### src/design/arms_pkg.sv
// arm sequencer package: register map, field layout, states, limits, timing
// assumes a 20 MHz aclk and an AXI4-Lite master with 32-bit data
package arms_pkg;

    // register byte offsets
    localparam logic [7:0] REG_CTRL      = 8'h00;
    localparam logic [7:0] REG_ARM_COUNT = 8'h04;
    localparam logic [7:0] REG_DELAY     = 8'h08;
    localparam logic [7:0] REG_POINTS    = 8'h0C;
    localparam logic [7:0] REG_CMD       = 8'h10;
    localparam logic [7:0] REG_STATUS    = 8'h14;
    localparam logic [7:0] REG_SEGMENT   = 8'h18;
    localparam logic [7:0] REG_REMAIN    = 8'h1C;
    localparam logic [7:0] REG_LIMIT     = 8'h20;
    localparam logic [7:0] REG_THRESH    = 8'h24;

    // control register fields
    localparam int CTRL_PREARM   = 0;
    localparam int CTRL_NVMEM    = 1;
    localparam int CTRL_EXPGEN   = 2;
    localparam int CTRL_EXPCONV  = 3;
    localparam int CTRL_ARMINF   = 4;
    localparam int CTRL_PTSINF   = 5;
    localparam int CTRL_SRC1_LSB = 8;
    localparam int CTRL_SLP1_LSB = 12;
    localparam int CTRL_SRC2_LSB = 16;
    localparam int CTRL_SLP2_LSB = 20;

    // command register bits (write-one pulses)
    localparam int CMD_BEGIN  = 0;
    localparam int CMD_HALT   = 1;
    localparam int CMD_FORCE  = 2;
    localparam int CMD_BURST  = 3;
    localparam int CMD_ERRCLR = 4;

    // status bits
    localparam int ST_STATE_LSB   = 0;
    localparam int ST_ERR_IGNORED = 4;
    localparam int ST_ERR_CONFLICT = 5;
    localparam int ST_ERR_POINTS  = 6;
    localparam int ST_ERR_COUNT   = 7;
    localparam int ST_WRAP        = 8;

    localparam logic [16:0] MAX_ARM_COUNT  = 17'h0FFFF;
    localparam logic [15:0] MIN_ARM_COUNT  = 16'h0001;
    localparam logic [15:0] PREARM_MAX_ARM = 16'h0080;
    localparam logic [19:0] MEM_READINGS   = 20'h80000;
    localparam logic [19:0] MIN_SEGMENT    = 20'h01000;
    localparam logic [19:0] NV_RESERVED    = 20'h00004;
    localparam logic [15:0] DELAY_RESET    = 16'h0000;
    localparam logic [16:0] FINE_DELAY_MAX = 17'h0FFFE;
    localparam logic [3:0]  COARSE_STEP    = 4'hA;

    // inherent arm-to-trigger latency
    localparam int INHERENT_NS     = 230;
    localparam int CLK_PERIOD_NS   = 50;
    localparam int INHERENT_CYCLES = (INHERENT_NS + CLK_PERIOD_NS - 1) / CLK_PERIOD_NS;

    typedef enum logic [1:0] {
        ST_IDLE      = 2'b00,
        ST_INITIATED = 2'b01,
        ST_WAIT_ARM  = 2'b10,
        ST_WAIT_TRIG = 2'b11
    } arms_state_t;

    typedef enum logic [3:0] {
        SRC_HOLD = 4'h0,
        SRC_IMM  = 4'h1,
        SRC_EXT1 = 4'h2,
        SRC_CH1  = 4'h3,
        SRC_CH2  = 4'h4,
        SRC_TTL  = 4'h5,
        SRC_ECL  = 4'h6,
        SRC_BUS  = 4'h7
    } arms_src_t;

    typedef enum logic [1:0] {
        SLP_POS    = 2'b00,
        SLP_NEG    = 2'b01,
        SLP_EITHER = 2'b10
    } arms_slope_t;

    // arm event inputs gathered
    typedef struct packed {
        logic       ext1;
        logic       ch1_rise;
        logic       ch1_fall;
        logic       ch2_rise;
        logic       ch2_fall;
        logic [7:0] ttl;
        logic [1:0] ecl;
        logic       bus;
    } arms_events_t;

endpackage : arms_pkg

### src/design/arms_sequencer.sv
// arm sequencer: arm counting, memory partitioning, arm delay and force arm
// assumes AXI4-Lite master on aclk; arm event inputs synchronous, one-cycle pulses
//
// Our own choices: the address map and the AXI4-Lite slave port.
`timescale 1ns/100ps

module arms_sequencer
    import arms_pkg::*;
(
    // clock and reset
    input  wire logic         aclk,
    input  wire logic         aresetn,
    // axi4-lite write address, data and response
    input  wire logic [7:0]   s_axi_awaddr,
    input  wire logic         s_axi_awvalid,
    output logic              s_axi_awready,
    input  wire logic [31:0]  s_axi_wdata,
    input  wire logic [3:0]   s_axi_wstrb,
    input  wire logic         s_axi_wvalid,
    output logic              s_axi_wready,
    output logic [1:0]        s_axi_bresp,
    output logic              s_axi_bvalid,
    input  wire logic         s_axi_bready,
    // axi4-lite read
    input  wire logic [7:0]   s_axi_araddr,
    input  wire logic         s_axi_arvalid,
    output logic              s_axi_arready,
    output logic [31:0]       s_axi_rdata,
    output logic [1:0]        s_axi_rresp,
    output logic              s_axi_rvalid,
    input  wire logic         s_axi_rready,
    // arm event sources
    input  wire arms_events_t arm_events,
    // sequencer outputs
    output logic              trigger_armed,
    output logic              falling_arm_threshold_active,
    output logic [7:0]        segment_count,
    output logic              memory_wrap
);

    ////////////////////////////////////////////////////////////////////////////
    // registers
    logic [31:0]  ctrl;
    logic [15:0]  arm_count;
    logic [19:0]  delay_req;
    logic [19:0]  points;
    logic [15:0]  falling_arm_threshold;
    logic         err_ignored;
    logic         err_conflict;
    arms_state_t  state;
    logic [15:0]  arms_remaining;
    logic [19:0]  delay_cnt;
    logic [3:0]   tick_div;
    logic         delay_run;
    logic         force_pending;

    // axi
    logic         aw_held;
    logic         w_held;
    logic [7:0]   aw_addr;
    logic [31:0]  w_data;
    logic [3:0]   w_strb;
    logic         wr_go;

    ////////////////////////////////////////////////////////////////////////////
    // configuration decode
    logic        pre_arm;
    logic        nv_mem;
    logic        exp_conv;
    logic        arm_inf;
    logic        pts_inf;
    arms_src_t   src1;
    arms_src_t   src2;
    arms_slope_t slp1;
    arms_slope_t slp2;

    assign pre_arm  = ctrl[CTRL_PREARM];
    assign nv_mem   = ctrl[CTRL_NVMEM];
    assign exp_conv = ctrl[CTRL_EXPGEN] & ctrl[CTRL_EXPCONV];
    assign arm_inf  = ctrl[CTRL_ARMINF];
    assign pts_inf  = ctrl[CTRL_PTSINF];
    assign src1     = arms_src_t'(ctrl[CTRL_SRC1_LSB +: 4]);
    assign src2     = arms_src_t'(ctrl[CTRL_SRC2_LSB +: 4]);
    assign slp1     = arms_slope_t'(ctrl[CTRL_SLP1_LSB +: 2]);
    assign slp2     = arms_slope_t'(ctrl[CTRL_SLP2_LSB +: 2]);

    ////////////////////////////////////////////////////////////////////////////
    // memory partitioning and limits
    logic [7:0]  seg_cnt;
    logic [19:0] seg_size;
    logic [19:0] points_limit;
    logic [35:0] total_need;
    logic        err_points;
    logic        err_count;

    always_comb begin
        seg_cnt  = 8'h01;
        seg_size = MEM_READINGS;
        if (pre_arm && arm_count > MIN_ARM_COUNT) begin
            for (int i = 0; i < 7; i++) begin
                if ({8'h00, seg_cnt} < arm_count) begin
                    seg_cnt  = {seg_cnt[6:0], 1'b0};
                    seg_size = {1'b0, seg_size[19:1]};
                end
            end
        end
        if (seg_size < MIN_SEGMENT) begin
            seg_size = MIN_SEGMENT;
        end
    end

    assign points_limit = nv_mem ? seg_size - NV_RESERVED : seg_size;
    assign total_need   = arm_count * points;

    assign err_points = !pts_inf && points > points_limit;
    assign err_count  = (pre_arm && arm_count > PREARM_MAX_ARM)
                      || (!pre_arm && !exp_conv && !arm_inf && !pts_inf
                          && total_need > {16'h0000, MEM_READINGS});
    assign segment_count = seg_cnt;
    // wrap lets memory overwrite oldest data, read-back oldest first
    assign memory_wrap   = exp_conv || arm_inf || pts_inf;

    ////////////////////////////////////////////////////////////////////////////
    // arm delay rounding: fine range or coarse 10T range
    logic [19:0] delay_eff;
    logic [19:0] coarse_q;
    logic [19:0] coarse_rnd;

    always_comb begin
        coarse_q   = delay_req / 20'(COARSE_STEP);
        coarse_rnd = (delay_req % 20'(COARSE_STEP) >= 20'h00005) ? coarse_q + 20'h00001
                                                                 : coarse_q;
        if (pre_arm) begin
            delay_eff = 20'h00000;
        end else if (delay_req <= 20'(FINE_DELAY_MAX)) begin
            delay_eff = delay_req;
        end else begin
            // nearest of the fine top and the coarse grid
            delay_eff = coarse_rnd * 20'(COARSE_STEP);
            if (delay_eff < 20'h1000A && delay_req < 20'h10001) begin
                delay_eff = 20'(FINE_DELAY_MAX);
            end else if (delay_eff < 20'h10004) begin
                delay_eff = 20'h10004;
            end
        end
    end

    ////////////////////////////////////////////////////////////////////////////
    // arm event selection
    function automatic logic src_hit(arms_src_t s, arms_slope_t p, arms_events_t e);
        logic r;
        r = 1'b0;
        unique case (s)
            SRC_HOLD: r = 1'b0;
            SRC_IMM:  r = 1'b1;
            SRC_EXT1: r = e.ext1;
            SRC_CH1:  r = (p != SLP_NEG & e.ch1_rise) | (p != SLP_POS & e.ch1_fall);
            SRC_CH2:  r = (p != SLP_NEG & e.ch2_rise) | (p != SLP_POS & e.ch2_fall);
            SRC_TTL:  r = |e.ttl;
            SRC_ECL:  r = |e.ecl;
            SRC_BUS:  r = e.bus;
            default:  r = 1'b0;
        endcase
        return r;
    endfunction : src_hit

    logic arm_event;
    assign arm_event = src_hit(src1, slp1, arm_events)
                     | src_hit(src2, slp2, arm_events);

    assign falling_arm_threshold_active =
        ((src1 == SRC_CH1 || src1 == SRC_CH2) && slp1 != SLP_POS)
        || ((src2 == SRC_CH1 || src2 == SRC_CH2) && slp2 != SLP_POS);

    ////////////////////////////////////////////////////////////////////////////
    // axi write path
    logic [31:0] cmd;
    assign wr_go = aw_held && w_held && !s_axi_bvalid;
    assign cmd   = (wr_go && aw_addr == REG_CMD && w_strb[0]) ? w_data : 32'h0000_0000;

    always_ff @(posedge aclk) begin
        if (!aresetn) begin
            aw_held <= 1'b0;
            w_held  <= 1'b0;
            aw_addr <= 8'h00;
            w_data  <= 32'h0000_0000;
            w_strb  <= 4'h0;
            s_axi_bvalid <= 1'b0;
        end else begin
            if (s_axi_awvalid && s_axi_awready) begin
                aw_held <= 1'b1;
                aw_addr <= s_axi_awaddr;
            end
            if (s_axi_wvalid && s_axi_wready) begin
                w_held <= 1'b1;
                w_data <= s_axi_wdata;
                w_strb <= s_axi_wstrb;
            end
            if (wr_go) begin
                aw_held      <= 1'b0;
                w_held       <= 1'b0;
                s_axi_bvalid <= 1'b1;
            end else if (s_axi_bready) begin
                s_axi_bvalid <= 1'b0;
            end
        end
    end

    assign s_axi_awready = !aw_held && !s_axi_bvalid;
    assign s_axi_wready  = !w_held && !s_axi_bvalid;
    assign s_axi_bresp   = 2'b00;

    // configuration is only writable while idle
    always_ff @(posedge aclk) begin
        if (!aresetn) begin
            ctrl                  <= {12'h000, 4'(SRC_HOLD), 4'h0, 4'(SRC_IMM), 8'h00};
            arm_count             <= MIN_ARM_COUNT;
            delay_req             <= {4'h0, DELAY_RESET};
            points                <= 20'h00001;
            falling_arm_threshold <= 16'h0000;
        end else if (wr_go && state == ST_IDLE) begin
            unique case (aw_addr)
                REG_CTRL:      ctrl <= w_data;
                REG_ARM_COUNT: begin
                    if (w_data[15:0] >= MIN_ARM_COUNT) begin
                        arm_count <= w_data[15:0];
                    end
                end
                REG_DELAY:     delay_req <= w_data[19:0];
                REG_POINTS:    points <= w_data[19:0];
                REG_THRESH:    falling_arm_threshold <= w_data[15:0];
                default:       ;
            endcase
        end
    end

    ////////////////////////////////////////////////////////////////////////////
    // sequencer
    logic halt;
    logic force_cmd;
    logic delay_done;
    assign halt      = cmd[CMD_HALT];
    assign force_cmd = cmd[CMD_FORCE];
    assign delay_done = delay_cnt >= delay_eff;

    always_ff @(posedge aclk) begin
        if (!aresetn) begin
            state          <= ST_IDLE;
            arms_remaining <= 16'h0000;
            force_pending  <= 1'b0;
        end else if (halt) begin
            state          <= ST_IDLE;
            force_pending  <= 1'b0;
        end else begin
            unique case (state)
                ST_IDLE: begin
                    if (cmd[CMD_BEGIN] && !err_points && !err_count) begin
                        state          <= ST_INITIATED;
                        arms_remaining <= arm_count;
                    end
                end
                ST_INITIATED: begin
                    if (!arm_inf && arms_remaining == 16'h0000) begin
                        state <= ST_IDLE;
                    end else if (pre_arm) begin
                        state <= ST_WAIT_TRIG;
                    end else begin
                        state <= ST_WAIT_ARM;
                    end
                end
                ST_WAIT_ARM: begin
                    if (force_cmd) begin
                        state <= ST_WAIT_TRIG;
                    end else if (delay_run && delay_done) begin
                        state <= ST_WAIT_TRIG;
                    end
                end
                ST_WAIT_TRIG: begin
                    if (cmd[CMD_BURST]) begin
                        state <= ST_INITIATED;
                        if (!arm_inf) begin
                            arms_remaining <= arms_remaining - 16'h0001;
                        end
                    end
                end
            endcase
        end
    end

    // arm delay counter, ticks every T or every 10T in the coarse range
    logic tick;
    assign tick = (delay_eff <= 20'(FINE_DELAY_MAX)) || tick_div == COARSE_STEP - 4'h1;

    always_ff @(posedge aclk) begin
        if (!aresetn || halt) begin
            delay_run <= 1'b0;
            delay_cnt <= 20'h00000;
            tick_div  <= 4'h0;
        end else if (state == ST_WAIT_ARM && !delay_run && arm_event && !force_cmd) begin
            delay_run <= 1'b1;
            delay_cnt <= 20'h00000;
            tick_div  <= 4'h0;
        end else if (delay_run && state == ST_WAIT_ARM && !delay_done) begin
            tick_div  <= tick ? 4'h0 : tick_div + 4'h1;
            if (tick) begin
                delay_cnt <= (delay_eff <= 20'(FINE_DELAY_MAX)) ? delay_cnt + 20'h00001
                                                                : delay_cnt + 20'(COARSE_STEP);
            end
        end else if (state != ST_WAIT_ARM) begin
            delay_run <= 1'b0;
        end
    end

    assign trigger_armed = state == ST_WAIT_TRIG;   // latency beyond delay

    // error flags: set wins over clear
    always_ff @(posedge aclk) begin
        if (!aresetn) begin
            err_ignored  <= 1'b0;
            err_conflict <= 1'b0;
        end else begin
            if (force_cmd && (state == ST_IDLE || state == ST_WAIT_TRIG)) begin
                err_ignored <= 1'b1;
            end else if (cmd[CMD_ERRCLR]) begin
                err_ignored <= 1'b0;
            end
            if (pre_arm && delay_req != 20'h00000) begin
                err_conflict <= 1'b1;
            end else if (cmd[CMD_ERRCLR]) begin
                err_conflict <= 1'b0;
            end
        end
    end

    ////////////////////////////////////////////////////////////////////////////
    // axi read path
    logic [31:0] rd_mux;
    always_comb begin
        unique case (s_axi_araddr)
            REG_CTRL:      rd_mux = ctrl;
            REG_ARM_COUNT: rd_mux = {16'h0000, arm_count};
            REG_DELAY:     rd_mux = {12'h000, delay_eff};
            REG_POINTS:    rd_mux = {12'h000, points};
            REG_STATUS:    rd_mux = {23'h0, memory_wrap, err_count, err_points,
                                     err_conflict, err_ignored, 2'b00, state};
            REG_SEGMENT:   rd_mux = {24'h000000, seg_cnt};
            REG_REMAIN:    rd_mux = {16'h0000, arms_remaining};
            REG_LIMIT:     rd_mux = {12'h000, points_limit};
            REG_THRESH:    rd_mux = {16'h0000, falling_arm_threshold};
            default:       rd_mux = 32'h0000_0000;
        endcase
    end

    always_ff @(posedge aclk) begin
        if (!aresetn) begin
            s_axi_rvalid <= 1'b0;
            s_axi_rdata  <= 32'h0000_0000;
        end else if (s_axi_arvalid && s_axi_arready) begin
            s_axi_rvalid <= 1'b1;
            s_axi_rdata  <= rd_mux;
        end else if (s_axi_rready) begin
            s_axi_rvalid <= 1'b0;
        end
    end

    assign s_axi_arready = !s_axi_rvalid;
    assign s_axi_rresp   = 2'b00;

endmodule : arms_sequencer

### config.mk
export PLATFORM = sky130hd
export DESIGN_NAME = arms_sequencer
export DESIGN_NICKNAME = d
export VERILOG_FILES = /design/src/design/arms_pkg.sv /design/src/design/arms_sequencer.sv
export SDC_FILE = /design/constraint.sdc
export NUM_CORES = 2
export LEC_CHECK = 0
export BUFFER_PORTS_ARGS = -buffer_cell sky130_fd_sc_hd__buf_2
export CAP_MARGIN = 10
export CORE_MARGIN = 5
export CORE_UTILIZATION = 55
export CTS_BUF_LIST = sky130_fd_sc_hd__clkbuf_8
export CTS_CLUSTER_DIAMETER = 60
export CTS_CLUSTER_SIZE = 30
export DETAILED_ROUTE_END_ITERATION = 12
export PLACE_DENSITY = 0.82
export REMOVE_ABC_BUFFERS = 1
export SKIP_CTS_REPAIR_TIMING = 1
export SLEW_MARGIN = 20
export SYNTH_ARGS = -nofsm -noshare
export SYNTH_HDL_FRONTEND = slang
export SYNTH_SLANG_ARGS = --single-unit
export TNS_END_PERCENT = 10
### constraint.sdc
create_clock -name aclk -period 42 [get_ports aclk]
set_clock_uncertainty 0.05 [all_clocks]
set_input_delay 6.3 -clock aclk [delete_from_list [all_inputs] [get_ports aclk]]
set_output_delay 6.3 -clock aclk [all_outputs]
set_load 0.01 [all_outputs]
; ---- Word-level counts from Yosys, hierarchy flattened
; Index checks and enable logic that the tools add are counted.
[totals]
reg_bits = 226
inputBits = 75
output_inout_bits = 52
elab_cells = 242
[classes]
add_sub_neg = 6
n_mul = 2
n_div = 2
order_cmp = 20
n_eq_ne = 39
muxes = 56
bitwise_logic = 16
n_reduce_logical = 81
[ops]
columns = op, count
row1 = two-way mux 20 bit, 16
row2 = one-hot mux 32 bit (9 select lines), 1
row3 = two-way mux 8 bit, 13
row4 = < comparator 8 x 16 -> 1 bit, 6
row5 = "< comparator 20 x 17 -> 1 bit, second input constant", 3
row6 = two-way mux 16 bit, 3
row7 = "adder 20 x 1 -> 20 bit, second input constant", 2
row8 = "<= comparator 20 x 16 -> 1 bit, second input constant", 2
row9 = "> comparator 36 x 20 -> 1 bit, second input constant", 1
row10 = multiplier 16 x 20 -> 36 bit, 1
row11 = "== test 4 x 3 -> 1 bit, second input constant", 8
row12 = "== test 8 x 4 -> 1 bit, second input constant", 4
row13 = "== test 8 x 5 -> 1 bit, second input constant", 4
row14 = one-hot mux 16 bit (2 select lines), 1
row15 = logical AND 1 bit, 31
row16 = "== test 8 x 6 -> 1 bit, second input constant", 3
row17 = "adder 20 x 4 -> 20 bit, second input constant", 1
row18 = "divider 20 x 4 -> 20 bit, second input constant", 1
row19 = >= comparator 20 bit, 1
row20 = ">= comparator 20 x 3 -> 1 bit, second input constant", 1
row21 = > comparator 20 bit, 1
row22 = "< comparator 20 x 13 -> 1 bit, second input constant", 1
row23 = "modulo 20 x 4 -> 20 bit, second input constant", 1
row24 = "multiplier 20 x 3 -> 19 bit, second input constant", 1
row25 = other kinds (37), 115

; ---- Depth between registers and ports, before layout
[logic_depth]
word_depth = 32
depth_mapped = 90
ltp_nobuf = 81

; ---- Worst setup path before layout
; No wires, ideal clock.
[synth_path]
kind = register to output
from = register arm_count[11]
to = output port segment_count[6]
arrival_time_ns = 9.957
required_time_ns = 35.650
slack_ns = 25.693
path_stages_with_launch = 41
path_buffers = 1
cell_sequence = dfxtp_1 nor4_1 nand3b_1 or2_2 or4_1 ha_1 ha_1 a21o_1 a21oi_1 nor4_1 mux2_2 ha_1 a21o_1 a21o_1 a21oi_1 nor2_1 mux2_2 a32o_1 (+5 left out) nand3_1 mux2i_1 inv_1 ha_1 a21boi_0 o41ai_1 a211o_1 clkbuf_1 mux2_2 ha_1 a2111oi_0 a21oi_1 nor2b_1 nand2b_1 a2bb2oi_1 mux2i_1 or2_2 inv_1
[synth_via]
elab_chain_cells = 21
word_cells_on_any_way = 23
cone_classes = order compare: 8 / mux: 14 / reduce/logical: 1
[synth_lines]
columns = element, line
row1 = start: declaration, arms_sequencer.sv:44  ; logic [15:0] arm_count;
row2 = start signal: assignment, arms_sequencer.sv:226  ; arm_count <= w_data[15:0];
row3 = < comparator 1 x 16 -> 1 bit, arms_sequencer.sv:101  ; if ({8'h00, seg_cnt} < arm_count) begin
row4 = two-way mux 2 bit, arms_sequencer.sv:101
row5 = two-way mux 8 bit, arms_sequencer.sv:99  ; if (pre_arm && arm_count > MIN_ARM_COUNT) begin
row6 = < comparator 8 x 16 -> 1 bit, arms_sequencer.sv:101
row7 = two-way mux 8 bit, arms_sequencer.sv:101
row8 = two-way mux 8 bit, arms_sequencer.sv:99
row9 = < comparator 8 x 16 -> 1 bit, arms_sequencer.sv:101
row10 = two-way mux 8 bit, arms_sequencer.sv:101
row11 = (+5 left out), -
row12 = two-way mux 8 bit, arms_sequencer.sv:101
row13 = two-way mux 8 bit, arms_sequencer.sv:99
row14 = < comparator 8 x 16 -> 1 bit, arms_sequencer.sv:101
row15 = two-way mux 8 bit, arms_sequencer.sv:101
row16 = two-way mux 8 bit, arms_sequencer.sv:99
row17 = < comparator 8 x 16 -> 1 bit, arms_sequencer.sv:101
row18 = two-way mux 8 bit, arms_sequencer.sv:101
row19 = two-way mux 8 bit (*), arms_sequencer.sv:99
row20 = end: declaration, arms_sequencer.sv:37  ; output logic [7:0] segment_count,
; Mark *: on every way between the ends. The rest lies on a longest branch, timed or not. The select of a mux whose other input is x is not followed.

; ---- Worst setup path in the final report
[layout_path]
from = register delay_req[15]
to = register delay_cnt[9]
[layout_via]
elab_chain_cells = 13
word_cells_on_any_way = 22
cone_classes = add/sub: 1 / mul: 1 / div: 2 / order compare: 7 / mux: 6 / reduce/logical: 5
[layout_lines]
columns = element, line
row1 = start: declaration, arms_sequencer.sv:45  ; logic [19:0] delay_req;
row2 = start signal: assignment, arms_sequencer.sv:218  ; delay_req <= {4'h0, DELAY_RESET};
row3 = start signal: assignment, arms_sequencer.sv:229  ; REG_DELAY: delay_req <= w_data[19:0];
row4 = divider 20 x 4 -> 20 bit or modulo 20 x 4 -> 20 bit (tied branches), "arms_sequencer.sv:130, arms_sequencer.sv:131"
row5 = adder 20 x 1 -> 20 bit or >= comparator 20 x 3 -> 1 bit (tied branches), arms_sequencer.sv:131  ; coarse_rnd = (delay_req % 20'(COARSE_STEP) >= 20'h00005) ? coarse_q + 20'h00001
row6 = two-way mux 20 bit, arms_sequencer.sv:131
row7 = multiplier 20 x 3 -> 19 bit, arms_sequencer.sv:139  ; delay_eff = coarse_rnd * 20'(COARSE_STEP);
row8 = < comparator 20 x 17 -> 1 bit (on tied branches), "arms_sequencer.sv:142, arms_sequencer.sv:140"
row9 = two-way mux 20 bit or logical AND 1 bit (tied branches), "arms_sequencer.sv:142, arms_sequencer.sv:140"
row10 = two-way mux 20 bit, arms_sequencer.sv:140  ; if (delay_eff < 20'h1000A && delay_req < 20'h10001) begin
row11 = two-way mux 20 bit (*), arms_sequencer.sv:135  ; end else if (delay_req <= 20'(FINE_DELAY_MAX)) begin
row12 = two-way mux 20 bit (*), arms_sequencer.sv:133  ; if (pre_arm) begin
row13 = >= comparator 20 bit, arms_sequencer.sv:244  ; assign delay_done = delay_cnt >= delay_eff;
row14 = zero test 1 bit, arms_sequencer.sv:303  ; end else if (delay_run && state == ST_WAIT_ARM && !delay_done) begin
row15 = logical AND 1 bit, arms_sequencer.sv:303
row16 = AND reduction 2 bit (no line), -
row17 = end signal: assignment, arms_sequencer.sv:306  ; delay_cnt <= (delay_eff <= 20'(FINE_DELAY_MAX)) ? delay_cnt + 20'h00001
row18 = end: declaration, arms_sequencer.sv:52  ; logic [19:0] delay_cnt;
; Mark *: on every way between the ends. The rest lies on a longest branch, timed or not.
; A chain may end at the register's enable or synchronous reset.

==> flow_summary.json <==
{
  "initial_utilization_pct": 55.3,
  "critical-path-slowest-cell": "sky130_fd_sc_hd__dfxtp_1",
  "worstSetupPathType": "flip-flop to flip-flop",
  "worst_path_largest_cell_delay_ps": 820,
  "worst-path-max-fanout": 20,
  "cts_tree": "yes",
  "cts_max_level": 1,
  "synth_enable_flop_cells": 0,
  "layout_commonest_cell": "sky130_fd_sc_hd__nand2_1",
  "cp_num_buf_inv": 1,
  "fp-row-count": 81,
  "netlist_area_mm2": 0.0270,
  "timing.reg2reg.setup_slack_ps": 23160,
  "globalRouteOverflowTotal": 0,
  "layout_worst_path_cycle_share_pct": 44.9,
  "drt_pass1_iterations": 6,
  "routed_via_density": 6.18,
  "grt_first_pass_wirelength_mm": 126,
  "cts_num_sinks": 226,
  "yosys_warnings": 0,
  "grt_pass1_vias": 24300,
  "final_antenna_net_count": 0,
  "clock_tree_root_driver_cell": "sky130_fd_sc_hd__clkbuf_8",
  "async_flop_share_pct": 0,
  "setup_tns_ps": 0,
  "detail_route.wl_per_cell_um": 18.8,
  "finalHoldWorstSlack_ps": 402,
  "vdd_drop_max_mv": 0.0271,
  "clock_buffer_count_from_cts": 17,
  "sequential_cell_area_fraction_in_the_yosys_report_pct": 16.8,
  "rsz0062_at_grt": "no",
  "report.final.slew_viol_count": 0,
  "maxCapViolations": 0,
  "syn_avg_cell_area_um2": 7.75,
  "worst_setup_hold_path_clk_slew_ps": 150,
  "grt_usage_pct": 28.2,
  "area_growth_pct": 4.94,
  "synth_cell_types": 112,
  "initialDrtViolationCount": 2850,
  "clk_latency_ps": 560,
  "static-leakage-power_nw": 12.5,
  "final_setup_violation_count": 0,
  "fmax_ghz": 0.0531,
  "cp_data_required_time_ps": 42440,
  "max-clock-path-buffers": 3,
  "critical_path.most_common_cell": "sky130_fd_sc_hd__a21o_1",
  "period_needed_ps": 18840,
  "io_buffers": 119,
  "endpoint_kind": "flip-flop",
  "num-fill-cells": 4408,
  "die_height_um": 231,
  "maximum_number_of_pins_on_one_net_before_global_route_repair": 95,
  "drive_above_1_share_pct": 8.02,
  "routabilityCongestion": 0.974,
  "top_level_ports": 127,
  "floorplan.die.width_um": 231,
  "number_of_remaining_drc_errors": 0,
  "critical-path-top-delay-family": "compound AO/OA/AOI/OAI gates",
  "status": "finished clean",
  "design.die.area_mm2": 0.0536,
  "rel_slew_slack_pct": 25.5,
  "startpoint_type": "flip-flop",
  "detailed_place_hpwl_mm": 59.0,
  "worst-slew-pin-transition_ps": 1110,
  "antenna_found_initial": 3,
  "synth_flop_cell": "sky130_fd_sc_hd__dfxtp_1",
  "yosys_register_bits": 226,
  "layout_common_cells": "639 x sky130_fd_sc_hd__nand2_1, 348 x sky130_fd_sc_hd__inv_1, 277 x sky130_fd_sc_hd__a21oi_1",
  "synth_cells": 3478,
  "min-delay-path-class": "flip-flop to flip-flop",
  "worst_slack_ps": 23160,
  "routed-via-count": 25400,
  "power.density_cell_area_mw_per_mm2": 16.9,
  "core_region_area_mm2": 0.0487,
  "wl_mm": 77.5,
  "finalNetCount": 3981,
  "dpl_ws_ps": 23600,
  "critPathArrivalTime_ps": 19280,
  "hold_vio_cnt_final": 0
}
state kept, by name (all words and copies together), names as in the netlist, 20 cells and up:
signal	flops
delay_cnt	20
points	20
delay_req	20
ctrl	32
s_axi_rdata	32
w_data	32
worst reg2reg max path: cells and delay by family (launching register included):
kind,cells,cell delay (ps)
fa+ha+maj,4,1180
buf+inv,1,70
simple gates,27,7460
compound gates,44,8840
xor+xnor,2,420
flops,1,820
path summary, 6_finish.rpt:
kind,start,endpoint,depth (start not counted)
worst max-delay path,delay_req[15],delay_cnt[9],78
worst min-delay path,w_data[25],ctrl[25],2
worst max register to register,delay_req[15],delay_cnt[9],78
worst min register to register,w_data[25],ctrl[25],2
cell families after synthesis:
family	synth area share [%]
compound gates	19.4
simple gates	22.4
xor+xnor	1.79
fa+ha+maj	28.6
flops	16.8
buf+inv	8.26
mux	2.73
other cells	0.0139
cell type report:
class / instances / area (um^2) / share of cell area, %
Antenna cell: 3 / 7.51 / 0.0265
Clock buffer: 18 / 248 / 0.876
Clock inverter: 10 / 126 / 0.447
Inverter: 351 / 1320 / 4.67
Multi-Input combinational cell: 2675 / 20200 / 71.5
Sequential cell: 226 / 4520 / 16.0
Tap cell: 664 / 831 / 2.94
Timing Repair Buffer: 172 / 993 / 3.51
synthesized netlist by cell type (all sizes together) (32+ instances only):
library cell | count | share of area, %
nand3 | 72 | 1.3
mux2i | 56 | 2.1
inv | 350 | 4.9
clkbuf | 198 | 2.8
fa | 251 | 19
nor2 | 191 | 2.7
xnor2 | 47 | 1.5
and2 | 113 | 2.6
nor3 | 56 | 1.1
buf | 32 | 0.61
a21oi | 280 | 5.2
dfxtp | 226 | 17
o21ai | 108 | 2.0
a21o | 49 | 1.4
nand2 | 640 | 8.9
ha | 212 | 9.8
power by group:
part           leakage (nW)  internal [mW]  switching (mW)  total (mW)
sequential             1.83          0.218         0.00590       0.223
combinational          10.5         0.0501          0.0762       0.126
clock                 0.184         0.0456          0.0841       0.130
total                  12.5          0.313           0.166       0.479
per-layer routing:
| metal | track usage (%) | wire length [um] | up-vias |
|---|---|---|---|
| met3 | 4.47 | 8120 | 219 |
| met2 | 44.5 | 34300 | 1330 |
| met4 | 10.3 | 3510 | 0 |
| met5 | 0 | 0 | - |
| li1 | - | - | 11800 |
| met1 | 39.3 | 31600 | 12100 |
stage by stage:
stage          area, um^2  cells  util [%]  total power, mW
6_report            28300   4119      58.0            0.479
5_1_grt             28300   4119      58.0            0.501
4_1_cts             28300   4116      58.0            0.476
3_5_place_dp        27900   4088      57.3            0.350
3_3_place_gp        27900   4088      57.2            0.348
2_1_floorplan       26100   3252         -            0.321
No activity file was read; power rests on OpenSTA's default activity.
